## config.mk

```make
export PLATFORM = sky130hd
export DESIGN_NAME = pmic_event_interrupt_logic
export DESIGN_NICKNAME = d
export VERILOG_FILES = /design/src/rtl/pmic_irq_pkg.sv /design/src/rtl/pmic_sync.sv /design/src/rtl/pmic_event_interrupt_logic.sv
export SDC_FILE = /design/constraint.sdc
export NUM_CORES = 1
export LEC_CHECK = 0
export BUFFER_PORTS_ARGS = -buffer_cell sky130_fd_sc_hd__buf_2
export CAP_MARGIN = 20
export CORE_MARGIN = 2
export CORE_UTILIZATION = 45
export DETAILED_ROUTE_END_ITERATION = 7
export HOLD_SLACK_MARGIN = 0.02
export PLACE_DENSITY = 0.65
export SLEW_MARGIN = 20
export SYNTH_ARGS = -nofsm -noshare
export SYNTH_HDL_FRONTEND = slang
export SYNTH_SLANG_ARGS = --single-unit
```

## constraint.sdc

```tcl
create_clock -name MCLK_IN -period 2.3 [get_ports MCLK_IN]
set_clock_uncertainty 0.2 [all_clocks]
set_input_delay 0.23 -clock MCLK_IN [delete_from_list [all_inputs] [get_ports MCLK_IN]]
set_output_delay 0.23 -clock MCLK_IN [all_outputs]
set_load 0.05 [all_outputs]
```

## src/rtl/pmic_irq_pkg.sv

```systemverilog
package pmic_irq_pkg;

    // Rails 0..1 are the bucks, 2..3 the linear regulators
    localparam int NUM_RAILS = 4;
    localparam int NUM_SYNC = 17;
    localparam int CNT_W = 16;

    // Register offsets
    localparam logic [3:0] ADDR_CTRL = 4'h0;
    localparam logic [3:0] ADDR_RESET = 4'h1;
    localparam logic [3:0] ADDR_FLAG_TOP = 4'h2;
    localparam logic [3:0] ADDR_FLAG_BUCK = 4'h3;
    localparam logic [3:0] ADDR_FLAG_LIN = 4'h4;
    localparam logic [3:0] ADDR_MASK_TOP = 4'h5;
    localparam logic [3:0] ADDR_MASK_BUCK = 4'h6;
    localparam logic [3:0] ADDR_MASK_LIN = 4'h7;
    localparam logic [3:0] ADDR_STAT_TOP = 4'h8;
    localparam logic [3:0] ADDR_STAT_RAIL = 4'h9;

    // Control register fields (bits 3:0 are the rail enables)
    localparam int CTL_GEN_FIRST = 4;
    localparam int CTL_GEN_SECOND = 5;
    localparam int CTL_POLARITY = 6;
    localparam int CTL_CLK_DET = 7;
    localparam int RESET_REQ_BIT = 0;

    // Top flag, top mask and top status fields
    localparam int TOP_WARN = 0;
    localparam int TOP_SHUTDOWN = 1;
    localparam int TOP_OVERVOLT = 2;
    localparam int TOP_PIN = 3;
    localparam int TOP_CLK = 4;
    localparam int TOP_MEAS = 5;
    localparam int TOP_RESET = 6;
    localparam int STAT_BUCK_SUM = 6;
    localparam int STAT_LIN_SUM = 7;
    localparam logic [6:0] TOP_MASK_WRITABLE = 7'h39;

    // Per-rail flag and mask fields (two bits each)
    localparam int FL_ILIM = 0;
    localparam int FL_SHORT = 2;
    localparam int FL_POK = 4;
    localparam int MK_ILIM = 0;
    localparam int MK_RISE = 4;
    localparam int MK_FALL = 6;
    localparam int ST_POK = 4;

    // Reset values
    localparam logic [7:0] CTRL_RST = 8'h00;
    localparam logic [6:0] TOP_MASK_RST = 7'h00;
    localparam logic [3:0] RAIL_MASK_RST = 4'h0;
    localparam logic [7:0] RDATA_RST = 8'h00;

    // Short-circuit debounce, least time, rounded up
    localparam int CLK_PERIOD_NS = 20;
    localparam int SHORT_DEBOUNCE_MS = 1;
    localparam int SHORT_DEBOUNCE_CYC =
        (SHORT_DEBOUNCE_MS * 1000000 + CLK_PERIOD_NS - 1) / CLK_PERIOD_NS;

    typedef enum logic [1:0] {BOOT_HOLD, BOOT_SETTLE, BOOT_LOAD, BOOT_RUN} boot_state_e;

endpackage : pmic_irq_pkg

```

## src/rtl/pmic_sync.sv

```systemverilog
`timescale 1ns/10ps
`default_nettype none
module pmic_sync #(
    parameter int W = 1
)
(
    input wire logic clk_in,
    input wire logic reset_n_in,
    input wire logic ce_in,
    input wire logic [W-1:0] d_in,
    output logic [W-1:0] q_out
);

    logic [W-1:0] meta_ff;

    // First stage feeds only the second
    always_ff @(posedge clk_in or negedge reset_n_in)
    begin
        if (!reset_n_in)
        begin
            meta_ff <= '0;
            q_out <= '0;
        end
        else if (ce_in)
        begin
            meta_ff <= d_in;
            q_out <= meta_ff;
        end
    end

endmodule : pmic_sync
`default_nettype wire

```

## src/rtl/pmic_event_interrupt_logic.sv

```systemverilog
`timescale 1ns/10ps
`default_nettype none
module pmic_event_interrupt_logic
    import pmic_irq_pkg::*;
#(
    parameter int unsigned SHORT_CYCLES = SHORT_DEBOUNCE_CYC
)
(
    input wire logic MCLK_IN,
    input wire logic RESET_N_IN,
    input wire logic CE_IN,
    input wire logic [3:0] ADDR_IN,
    input wire logic [7:0] WDATA_IN,
    input wire logic WR_IN,
    input wire logic RD_IN,
    input wire logic [3:0] ILIM_IN,
    input wire logic [3:0] LOW_IN,
    input wire logic [3:0] POK_IN,
    input wire logic DIE_WARN_IN,
    input wire logic DIE_SHUTDOWN_IN,
    input wire logic OVERVOLT_IN,
    input wire logic SYNC_CLK_PRESENT_IN,
    input wire logic OTP_RESET_MASK_IN,
    input wire logic MEAS_DONE_IN,
    output logic [7:0] RDATA_OUT,
    output logic [3:0] REG_EN_OUT,
    output logic GENERAL_OUTPUT_FIRST_OUT,
    output logic GENERAL_OUTPUT_SECOND_OUT,
    output logic POWER_OK_PIN_OUT,
    output logic INTERRUPT_PIN_N_OUT
);

    localparam logic [CNT_W-1:0] SHORT_LAST = CNT_W'(SHORT_CYCLES - 1);

    boot_state_e state_ff;
    logic [7:0] ctrl_ff, nxt_ctrl;
    logic [6:0] top_flag_ff, top_mask_ff, top_set;
    logic [3:0] ilim_mask_ff, rise_mask_ff, fall_mask_ff;
    logic [3:0] ilim_flag, short_flag, pok_flag, pok_prev, short_hit;
    logic [3:0] ilim_clr, short_clr, pok_clr;
    logic [NUM_SYNC-1:0] syn;
    logic [3:0] ilim_s, low_s, pok_s;
    logic warn_s, sd_s, ovp_s, clk_s, otp_s;
    logic clk_prev_ff, pin_ok, pin_ok_ff, run;
    logic wr_buck, wr_lin, sw_reset, buck_sum, lin_sum;

    pmic_sync #(.W(NUM_SYNC)) u_sync
    (
        .clk_in(MCLK_IN),
        .reset_n_in(RESET_N_IN),
        .ce_in(CE_IN),
        .d_in({OTP_RESET_MASK_IN, SYNC_CLK_PRESENT_IN, OVERVOLT_IN, DIE_SHUTDOWN_IN,
               DIE_WARN_IN, POK_IN, LOW_IN, ILIM_IN}),
        .q_out(syn)
    );

    assign ilim_s = syn[3:0];
    assign low_s = syn[7:4];
    assign pok_s = syn[11:8];
    assign warn_s = syn[12];
    assign sd_s = syn[13];
    assign ovp_s = syn[14];
    assign clk_s = syn[15];
    assign otp_s = syn[16];

    assign run = (state_ff == BOOT_RUN);
    assign wr_buck = WR_IN && (ADDR_IN == ADDR_FLAG_BUCK);
    assign wr_lin = WR_IN && (ADDR_IN == ADDR_FLAG_LIN);
    assign sw_reset = WR_IN && (ADDR_IN == ADDR_RESET) && WDATA_IN[RESET_REQ_BIT];
    assign ilim_clr = {wr_lin ? WDATA_IN[FL_ILIM+:2] : 2'b00,
                       wr_buck ? WDATA_IN[FL_ILIM+:2] : 2'b00};
    assign short_clr = {wr_lin ? WDATA_IN[FL_SHORT+:2] : 2'b00,
                        wr_buck ? WDATA_IN[FL_SHORT+:2] : 2'b00};
    assign pok_clr = {wr_lin ? WDATA_IN[FL_POK+:2] : 2'b00,
                      wr_buck ? WDATA_IN[FL_POK+:2] : 2'b00};

    // Boot walk waits two edges so the stored mask has passed the synchroniser
    always_ff @(posedge MCLK_IN or negedge RESET_N_IN)
    begin
        if (!RESET_N_IN)
            state_ff <= BOOT_HOLD;
        else if (CE_IN)
        begin
            case (state_ff)
                BOOT_HOLD: state_ff <= BOOT_SETTLE;
                BOOT_SETTLE: state_ff <= BOOT_LOAD;
                BOOT_LOAD: state_ff <= BOOT_RUN;
                BOOT_RUN: state_ff <= sw_reset ? BOOT_HOLD : BOOT_RUN;
                default: state_ff <= BOOT_HOLD;
            endcase
        end
    end

    // Faults beat host writes so a rail cannot be re-enabled during die shutdown or overvoltage
    always_comb
    begin
        nxt_ctrl = ctrl_ff;
        if ((ADDR_IN == ADDR_CTRL) && WR_IN)
            nxt_ctrl = WDATA_IN;
        nxt_ctrl[3:0] = nxt_ctrl[3:0] & ~short_hit;
        if (sd_s || ovp_s)
        begin
            nxt_ctrl[3:0] = 4'h0;
            nxt_ctrl[CTL_GEN_FIRST] = 1'b0;
            nxt_ctrl[CTL_GEN_SECOND] = 1'b0;
        end
    end

    always_ff @(posedge MCLK_IN or negedge RESET_N_IN)
    begin
        if (!RESET_N_IN)
            ctrl_ff <= CTRL_RST;
        else if (CE_IN)
            ctrl_ff <= run ? nxt_ctrl : CTRL_RST;
    end

    assign REG_EN_OUT = ctrl_ff[3:0];
    assign GENERAL_OUTPUT_FIRST_OUT = ctrl_ff[CTL_GEN_FIRST];
    assign GENERAL_OUTPUT_SECOND_OUT = ctrl_ff[CTL_GEN_SECOND];

    // Masks; the reset mask bit is loaded only from stored bits
    always_ff @(posedge MCLK_IN or negedge RESET_N_IN)
    begin
        if (!RESET_N_IN)
        begin
            top_mask_ff <= TOP_MASK_RST;
            ilim_mask_ff <= RAIL_MASK_RST;
            rise_mask_ff <= RAIL_MASK_RST;
            fall_mask_ff <= RAIL_MASK_RST;
        end
        else if (CE_IN)
        begin
            if (!run)
            begin
                top_mask_ff <= TOP_MASK_RST;
                ilim_mask_ff <= RAIL_MASK_RST;
                rise_mask_ff <= RAIL_MASK_RST;
                fall_mask_ff <= RAIL_MASK_RST;
                if (state_ff == BOOT_LOAD)
                    top_mask_ff[TOP_RESET] <= otp_s;
            end
            else if (WR_IN)
            begin
                if (ADDR_IN == ADDR_MASK_TOP)
                    top_mask_ff <= (WDATA_IN[6:0] & TOP_MASK_WRITABLE) |
                                   (top_mask_ff & ~TOP_MASK_WRITABLE);
                if (ADDR_IN == ADDR_MASK_BUCK)
                begin
                    ilim_mask_ff[1:0] <= WDATA_IN[MK_ILIM+:2];
                    rise_mask_ff[1:0] <= WDATA_IN[MK_RISE+:2];
                    fall_mask_ff[1:0] <= WDATA_IN[MK_FALL+:2];
                end
                if (ADDR_IN == ADDR_MASK_LIN)
                begin
                    ilim_mask_ff[3:2] <= WDATA_IN[MK_ILIM+:2];
                    rise_mask_ff[3:2] <= WDATA_IN[MK_RISE+:2];
                    fall_mask_ff[3:2] <= WDATA_IN[MK_FALL+:2];
                end
            end
        end
    end

    for (genvar r = 0; r < NUM_RAILS; r++)
    begin : g_rail
        logic [CNT_W-1:0] cnt_ff;
        logic ilim_q, short_q, pok_q, prev_q, pok_set;

        // One debounce covers both the after-enable and in-operation cases
        assign short_hit[r] = run && ctrl_ff[r] && low_s[r] && (cnt_ff == SHORT_LAST);
        assign pok_set = (pok_s[r] && !prev_q && !rise_mask_ff[r]) ||
                         (!pok_s[r] && prev_q && !fall_mask_ff[r]);

        always_ff @(posedge MCLK_IN or negedge RESET_N_IN)
        begin
            if (!RESET_N_IN)
            begin
                cnt_ff <= '0;
                ilim_q <= 1'b0;
                short_q <= 1'b0;
                pok_q <= 1'b0;
                prev_q <= 1'b0;
            end
            else if (CE_IN)
            begin
                if (!run || !ctrl_ff[r] || !low_s[r])
                    cnt_ff <= '0;
                else if (!short_hit[r])
                    cnt_ff <= cnt_ff + CNT_W'(1);
                prev_q <= pok_s[r];
                if (!run)
                begin
                    ilim_q <= 1'b0;
                    short_q <= 1'b0;
                    pok_q <= 1'b0;
                end
                else
                begin
                    // Live limit re-sets the flag, so a clear cannot stick
                    ilim_q <= (ilim_q && !ilim_clr[r]) ||
                              (ilim_s[r] && !ilim_mask_ff[r]);
                    short_q <= (short_q && !short_clr[r]) || short_hit[r];
                    pok_q <= (pok_q && !pok_clr[r]) || pok_set;
                end
            end
        end

        assign ilim_flag[r] = ilim_q;
        assign short_flag[r] = short_q;
        assign pok_flag[r] = pok_q;
        assign pok_prev[r] = prev_q;
    end

    // Disabled rails do not drag the pin status down
    assign pin_ok = (&(~ctrl_ff[3:0] | pok_s)) && !top_flag_ff[TOP_SHUTDOWN] &&
                    !top_flag_ff[TOP_OVERVOLT];

    always_comb
    begin
        top_set = 7'h00;
        top_set[TOP_WARN] = warn_s && !top_mask_ff[TOP_WARN];
        top_set[TOP_SHUTDOWN] = sd_s;
        top_set[TOP_OVERVOLT] = ovp_s;
        top_set[TOP_PIN] = pin_ok_ff && !pin_ok && !top_mask_ff[TOP_PIN];
        top_set[TOP_CLK] = ((clk_s != clk_prev_ff) ||
                            (ctrl_ff[CTL_CLK_DET] && !clk_s)) &&
                           !top_mask_ff[TOP_CLK];
        top_set[TOP_MEAS] = MEAS_DONE_IN && !top_mask_ff[TOP_MEAS];
    end

    always_ff @(posedge MCLK_IN or negedge RESET_N_IN)
    begin
        if (!RESET_N_IN)
        begin
            top_flag_ff <= 7'h00;
            clk_prev_ff <= 1'b0;
            pin_ok_ff <= 1'b0;
            POWER_OK_PIN_OUT <= 1'b0;
        end
        else if (CE_IN)
        begin
            clk_prev_ff <= clk_s;
            pin_ok_ff <= pin_ok;
            POWER_OK_PIN_OUT <= pin_ok ^ ctrl_ff[CTL_POLARITY];
            if (!run)
            begin
                top_flag_ff <= 7'h00;
                if (state_ff == BOOT_LOAD)
                    top_flag_ff[TOP_RESET] <= !otp_s;
            end
            else if (WR_IN && (ADDR_IN == ADDR_FLAG_TOP))
                top_flag_ff <= (top_flag_ff & ~WDATA_IN[6:0]) | top_set;
            else
                top_flag_ff <= top_flag_ff | top_set;
        end
    end

    assign buck_sum = |{ilim_flag[1:0], short_flag[1:0], pok_flag[1:0]};
    assign lin_sum = |{ilim_flag[3:2], short_flag[3:2], pok_flag[3:2]};

    // Masks gate the flag set, so any flag held counts as pending
    always_ff @(posedge MCLK_IN or negedge RESET_N_IN)
    begin
        if (!RESET_N_IN)
            INTERRUPT_PIN_N_OUT <= 1'b1;
        else if (CE_IN)
            INTERRUPT_PIN_N_OUT <= !(|top_flag_ff || buck_sum || lin_sum);
    end

    always_ff @(posedge MCLK_IN or negedge RESET_N_IN)
    begin
        if (!RESET_N_IN)
            RDATA_OUT <= RDATA_RST;
        else if (CE_IN)
        begin
            RDATA_OUT <= RDATA_RST;
            if (RD_IN)
            begin
                case (ADDR_IN)
                    ADDR_CTRL: RDATA_OUT <= ctrl_ff;
                    ADDR_FLAG_TOP: RDATA_OUT <= {1'b0, top_flag_ff};
                    ADDR_FLAG_BUCK: RDATA_OUT <= {2'b00, pok_flag[1:0], short_flag[1:0],
                                                  ilim_flag[1:0]};
                    ADDR_FLAG_LIN: RDATA_OUT <= {2'b00, pok_flag[3:2], short_flag[3:2],
                                                 ilim_flag[3:2]};
                    ADDR_MASK_TOP: RDATA_OUT <= {1'b0, top_mask_ff};
                    ADDR_MASK_BUCK: RDATA_OUT <= {fall_mask_ff[1:0], rise_mask_ff[1:0],
                                                  2'b00, ilim_mask_ff[1:0]};
                    ADDR_MASK_LIN: RDATA_OUT <= {fall_mask_ff[3:2], rise_mask_ff[3:2],
                                                 2'b00, ilim_mask_ff[3:2]};
                    ADDR_STAT_TOP: RDATA_OUT <= {lin_sum, buck_sum, 1'b0, clk_s, pin_ok_ff,
                                                 ovp_s, sd_s, warn_s};
                    ADDR_STAT_RAIL: RDATA_OUT <= {pok_s, ilim_s};
                    default: RDATA_OUT <= RDATA_RST;
                endcase
            end
        end
    end
endmodule : pmic_event_interrupt_logic
`default_nettype wire

```

== Word-level counts from Yosys, hierarchy flattened ==
Index checks and enable logic that the tools add are counted.
Storage, ports and cells
  input port bits: 35
  output and inout port bits: 16
  logic and storage cells: 284
  register bits: 162
Cells by class
  reduce and logical (&&, ||, !) cells: 152
  eq/ne operators: 27
  add/sub/neg operators: 4
  bitwise gates (word level): 10
  muxes and demuxes: 52
Operators by type and width (count)
  $mux 16: 8
  $pmux 8 s9: 1
  $add 16x1->16 const B: 4
  $eq 16x16->1 const B: 4
  $logic_and 1x1->1: 58
  $logic_not 1->1: 51
  $mux 7: 5
  $logic_or 1x1->1: 28
  $mux 2: 13
  $mux 4: 6
  $mux 8: 3
  $eq 4x3->1 const B: 4
  $ne 2x1->1 const B: 8
  $mux 1: 14
  $or 7x6->7: 2
  $reduce_and 2->1: 6
  $reduce_or 6->1: 2
  $reduce_and 3->1: 3
  $eq 4x2->1 const B: 2
  $eq 4x4->1 const B: 2
  $not 4->4: 2
  $pmux 2 s4: 1
  $and 7x7->7: 1
  $not 7->7: 1
  other kinds (15): 16

== Depth between registers and ports, before layout ==
  word-level depth: 11
  depth in mapped cells: 8
  mapped depth without buffers: 6

== Hierarchy ==
A second synthesis with hierarchy kept.
Unflattened totals
  cell total of the unflattened synthesis: 832
  area, all modules: 8429.3 um^2
Modules (own cells, without submodules)
  pmic_event_interrupt_logic: area an instance 7011.7 um^2, instances 1, cells each 760, sequential area each 3154.3 um^2
  pmic_sync: area an instance 1417.6 um^2, instances 1, cells each 72, sequential area each 850.8 um^2

== Worst setup path after synthesis ==
OpenSTA, ideal clock, no wires.
  path type: reg-to-reg
  start point: register g_rail[2].cnt_ff[12]
  end point: register g_rail[2].cnt_ff[0]
  clock period less this slack: 1980 ps
  required time: 1975 ps
  arrival time: 1656 ps
  stages on the path, launching flop included: 6
  library setup time: 125 ps
  path buffers: 0
  setup slack: 320 ps
  cell sequence: dfrtp_1 or4_1 nor3_2 nand3_2 nand2_1 mux2_2
On the way
  cells in the longest elaborated chain, start to end: 4
Ends and longest elaborated chain
  start, declared: line pmic_event_interrupt_logic.sv:165  | logic [CNT_W-1:0] cnt_ff;
  start signal, assigned: line pmic_event_interrupt_logic.sv:188  | cnt_ff <= cnt_ff + CNT_W'(1);
  $eq 16x16->1: line pmic_event_interrupt_logic.sv:169  | assign short_hit[r] = run && ctrl_ff[r] && low_s[r] && (cnt_ff == SHORT_LAST);
  $logic_and 1x1->1: line pmic_event_interrupt_logic.sv:169
  $ne 2x1->1 (no source line)
  $reduce_and 2->1 (no source line)
Every way passes these cells.
A chain may end at the register's enable or synchronous reset.

== Final worst setup path ==
  start point: register state_ff[0]
  end point: register g_rail[1].cnt_ff[0]
On the way
  cells in the longest elaborated chain, start to end: 6
  elaborated cells between the ends (all ways): 10
  classes of those cells: 2 x eq/ne; 1 x mux; 7 x reduce/logical
Ends and longest elaborated chain
  start, declared: line pmic_event_interrupt_logic.sv:35  | boot_state_e state_ff;
  start signal, assigned: line pmic_event_interrupt_logic.sv:88  | BOOT_RUN: state_ff <= sw_reset ? BOOT_HOLD : BOOT_RUN;
  $eq 2x2->1 (*): line pmic_event_interrupt_logic.sv:66  | assign run = (state_ff == BOOT_RUN);
  $logic_and 1x1->1 / $logic_not 1->1 (equally long branches)
  $logic_and 1x1->1 / $logic_or 1x1->1 (equally long branches) (2 in a row): line pmic_event_interrupt_logic.sv:169, pmic_event_interrupt_logic.sv:185
  $ne 2x1->1 (no source line)
  $reduce_and 2->1 (no source line)
  end signal, assigned: line pmic_event_interrupt_logic.sv:188
  end, declared: line pmic_event_interrupt_logic.sv:165
Every way passes the cells marked *; elsewhere a longest branch is shown, timed or not.

==> metrics.md <==
| Metric | Value |
|---|---|
| Status | finished clean |
| Max_slew headroom | 0.4953 |
| Post-DP HPWL | 14.64 mm |
| NumNets Final | 946 |
| Synth warn | 0 |
| Clock Path Buffers | 2 |
| Slew Limit Fails | 0 |
| Peak supply drop | 0.7142 mV |
| Hold Path Class | in -> async |
| Initial Util | 0.4556 |
| Syn nets | 864 |
| CTS H-tree depth | 4 |
| Setup bufs post-CTS | 0 |
| Most frequent cells in the layout | dfrtp_1, o21ai_0, nor2_1 |
| Die H | 138.4 um |
| CTS sink count | 160 |
| Die width | 138.4 um |
| Clock latency on the worst-skew pair | 440 ps |
| CTS tree | done |
| Async set or reset register ratio after synthesis | 1.000 |
| IO Port Bufs | 50 |
| Type of origin of the critical path | register |
| Clock Root Buffer | clkbuf_16 |
| Vias | 6725 |
| Worst setup startpoint | state_ff[0] |
| Synth-to-Final Area Change | 18.41% |
| Post-synth EDFFs | 0 |
| Post-Syn Area per Cell | 9.853 sq um |
| Post-DR vias/cell | 5.853 |
| Post-synthesis register bit count | 160 |
| Fraction of layout cells with a size suffix above 1 | 0.1935 |
| Hold_buf cts | 27 |
| Most common cell after layout, fill and taps aside | dfrtp_1 |
| Worst-path cell chain | and4_1, and4b_1, nand4_2, nand2_1, mux2_2 |
| First-pass GRT wire length | 35.15 mm |
| GRT Total Usage | 0.2291 |
| Final instance area | 0.009625 sq mm |
| Largest net degree at the start of global routing | 59 |
| WL final | 21.16 mm |
| Synth unique cells | 71 |
| WS Path Type | reg -> reg |
| # DRC | 0 |
| TritonCTS buffer count | 17 |
| Max cap viols | 0 |
| Clk pin slew, worst setup/hold paths | 70 ps |
| Worst Path Max Fanout | 10 |
| WL/cell | 18.41 um |
| Routability cong. | 0.9898 |
| Final hold viol count | 0 |
| Core area | 0.01784 sq mm |
| Final number of setup-violating endpoints | 0 |
| Post-DRT Antenna Nets | 0 |
| Grt ovf | 0 |
| Crit path max-delay cell type | dfrtp_1 |
| Req. time, crit path | 2430 ps |
| Seq/Total Area, Yosys | 0.4927 |
| Top post-synthesis cells by area | dfrtp_1, mux2_2, o21ai_0 |
| Cell taking the most area after synthesis | dfrtp_1 |
| Vias in the first global route | 6447 |
| Fmax | 466.4 MHz |
| Minimum clock period | 2144 ps |
| Cells after Synth | 825 |
| Synth Cell Area | 0.008129 sq mm |
| Post-synth top area share | 0.4895 |
| PostCTS Resize Cnt | 0 |
| Placed inst area | 0.008741 sq mm |
| R2R Path Start | state_ff[0] |
| Initial antenna violation count | 0 |
| P per Cell Area | 736.8 mW/mm^2 |
| Pleak | 4.116 nW |
| Pre-antenna DRT Iters | 5 |
| Worst Tran Pin Value | 754.3 ps |
| Total negative slack | 0 ps |
| Arr. time, crit path | 2270 ps |
| RSZ-0062 raised after global routing | no |
| Initial DRC count | 560 |
| Most used DFF post-synth | dfrtp_1 |
| Nature of the critical path endpoint | register |
| Antenna diodes | 0 |
| FP Rows | 49 |
| I/O Pins | 51 |
| DIE AREA | 0.01916 sq mm |
| Tcrit/Tclk final | 0.9322 |
| Critical path's largest stage delay | 490 ps |
[layer usage]
layer,vias up,routed length [um],GRT usage
li1,3174,-,-
met1,3271,10140,0.3453
met2,243,8910,0.3153
met3,37,1628,0.07032
met4,0,477,0.07089
met5,-,0,0
[cells by family (layout without fill, tap and decap cells)]
logic type / count (synthesis) / in the layout / synth area share
adder cells (fa/ha/maj): 4 / 4 / 0.006157
flip-flops: 160 / 160 / 0.4927
AND/OR/NAND/NOR: 313 / 313 / 0.2035
XOR/XNOR: 31 / 31 / 0.03340
AO/OA/AOI/OAI: 206 / 206 / 0.1598
buffers and inverters: 59 / 154 / 0.03355
multiplexers: 52 / 52 / 0.07096
[synthesized netlist by cell type (3+ instances only)]
library cell,number
o21ai_0,82
a21oi_1,43
or2_2,4
mux2i_1,7
and4_1,7
nand3_1,43
nand2b_1,13
buf_4,7
nor3_1,11
a21o_1,5
a311oi_1,6
inv_1,13
nand2_1,73
nor2_1,75
ha_1,4
xnor2_1,12
nand3b_1,3
a22o_1,8
o2bb2ai_1,11
o31ai_1,4
a211oi_1,4
dfrtp_1,159
a31oi_1,4
mux2_2,45
o211ai_1,4
and3_1,14
nand4_1,19
a221oi_1,3
xor2_1,19
or3_1,7
nor2b_1,5
buf_1,6
nor3b_1,5
clkbuf_1,18
buf_2,14
a32o_1,3
a22oi_1,9
nor4_1,12
[state kept, by name, summed over array words and instances, names as in the netlist, 5 cells and up]
signal          count
top_flag_ff         7
ctrl_ff             8
g_rail.cnt_ff      64
RDATA_OUT           8
u_sync.q_out       17
top_mask_ff         5
u_sync.meta_ff     17
[per-stage QoR]
| step | hold WS (ps) | std cells | utilization | worst slack (ps) | total power [mW] |
|---|---|---|---|---|---|
| floorplan | -265.6 | 825 | - | 319.6 | 3.824 |
| global placement | -22.98 | 1090 | 0.4899 | 203.9 | 4.196 |
| detailed placement | -17.85 | 1090 | 0.4899 | 182.6 | 4.209 |
| CTS | 75.86 | 1149 | 0.5395 | 165.3 | 7.132 |
| global route | 96.28 | 1149 | 0.5395 | 27.47 | 7.406 |
| finish | 66.53 | 1149 | 0.5395 | 155.9 | 7.092 |
[final timing paths]
check                                 endpoint  slack, ps  cells past startpoint
min in group MCLK_IN         g_rail[3].short_q         90                      4
min                               RDATA_OUT[3]         70                      2
max reg2reg                g_rail[1].cnt_ff[0]        160                      5
min reg2reg                INTERRUPT_PIN_N_OUT        290                      1
max                        g_rail[1].cnt_ff[0]        160                      5
max in group asynchronous  g_rail[0].cnt_ff[2]       1170                      3
[final cells by class]
class / count / area, sq um
clock buffer: 17 / 425.4
clock inverter: 15 / 188.9
fill: 1574 / 8215
inverter: 13 / 48.80
multi-input combinational: 606 / 3851
sequential: 160 / 4005
tap: 229 / 286.5
timing repair buffer: 109 / 819.5
[power by group]
group	internal (mW)	total, mW	switching (mW)	leakage (nW)
logic	0.377	0.843	0.466	1.77
registers	3.08	3.37	0.298	2.05
clock network	1.48	2.87	1.40	0.292
total	4.93	7.09	2.16	4.12
[critical path: cells and delay by family, from the launching register on]
family | cells | cell delay [ps]
DFF | 1 | 490
muxes | 1 | 350
and+or+nand+nor | 4 | 980
Note: power is estimated with default switching activity, not from simulation.
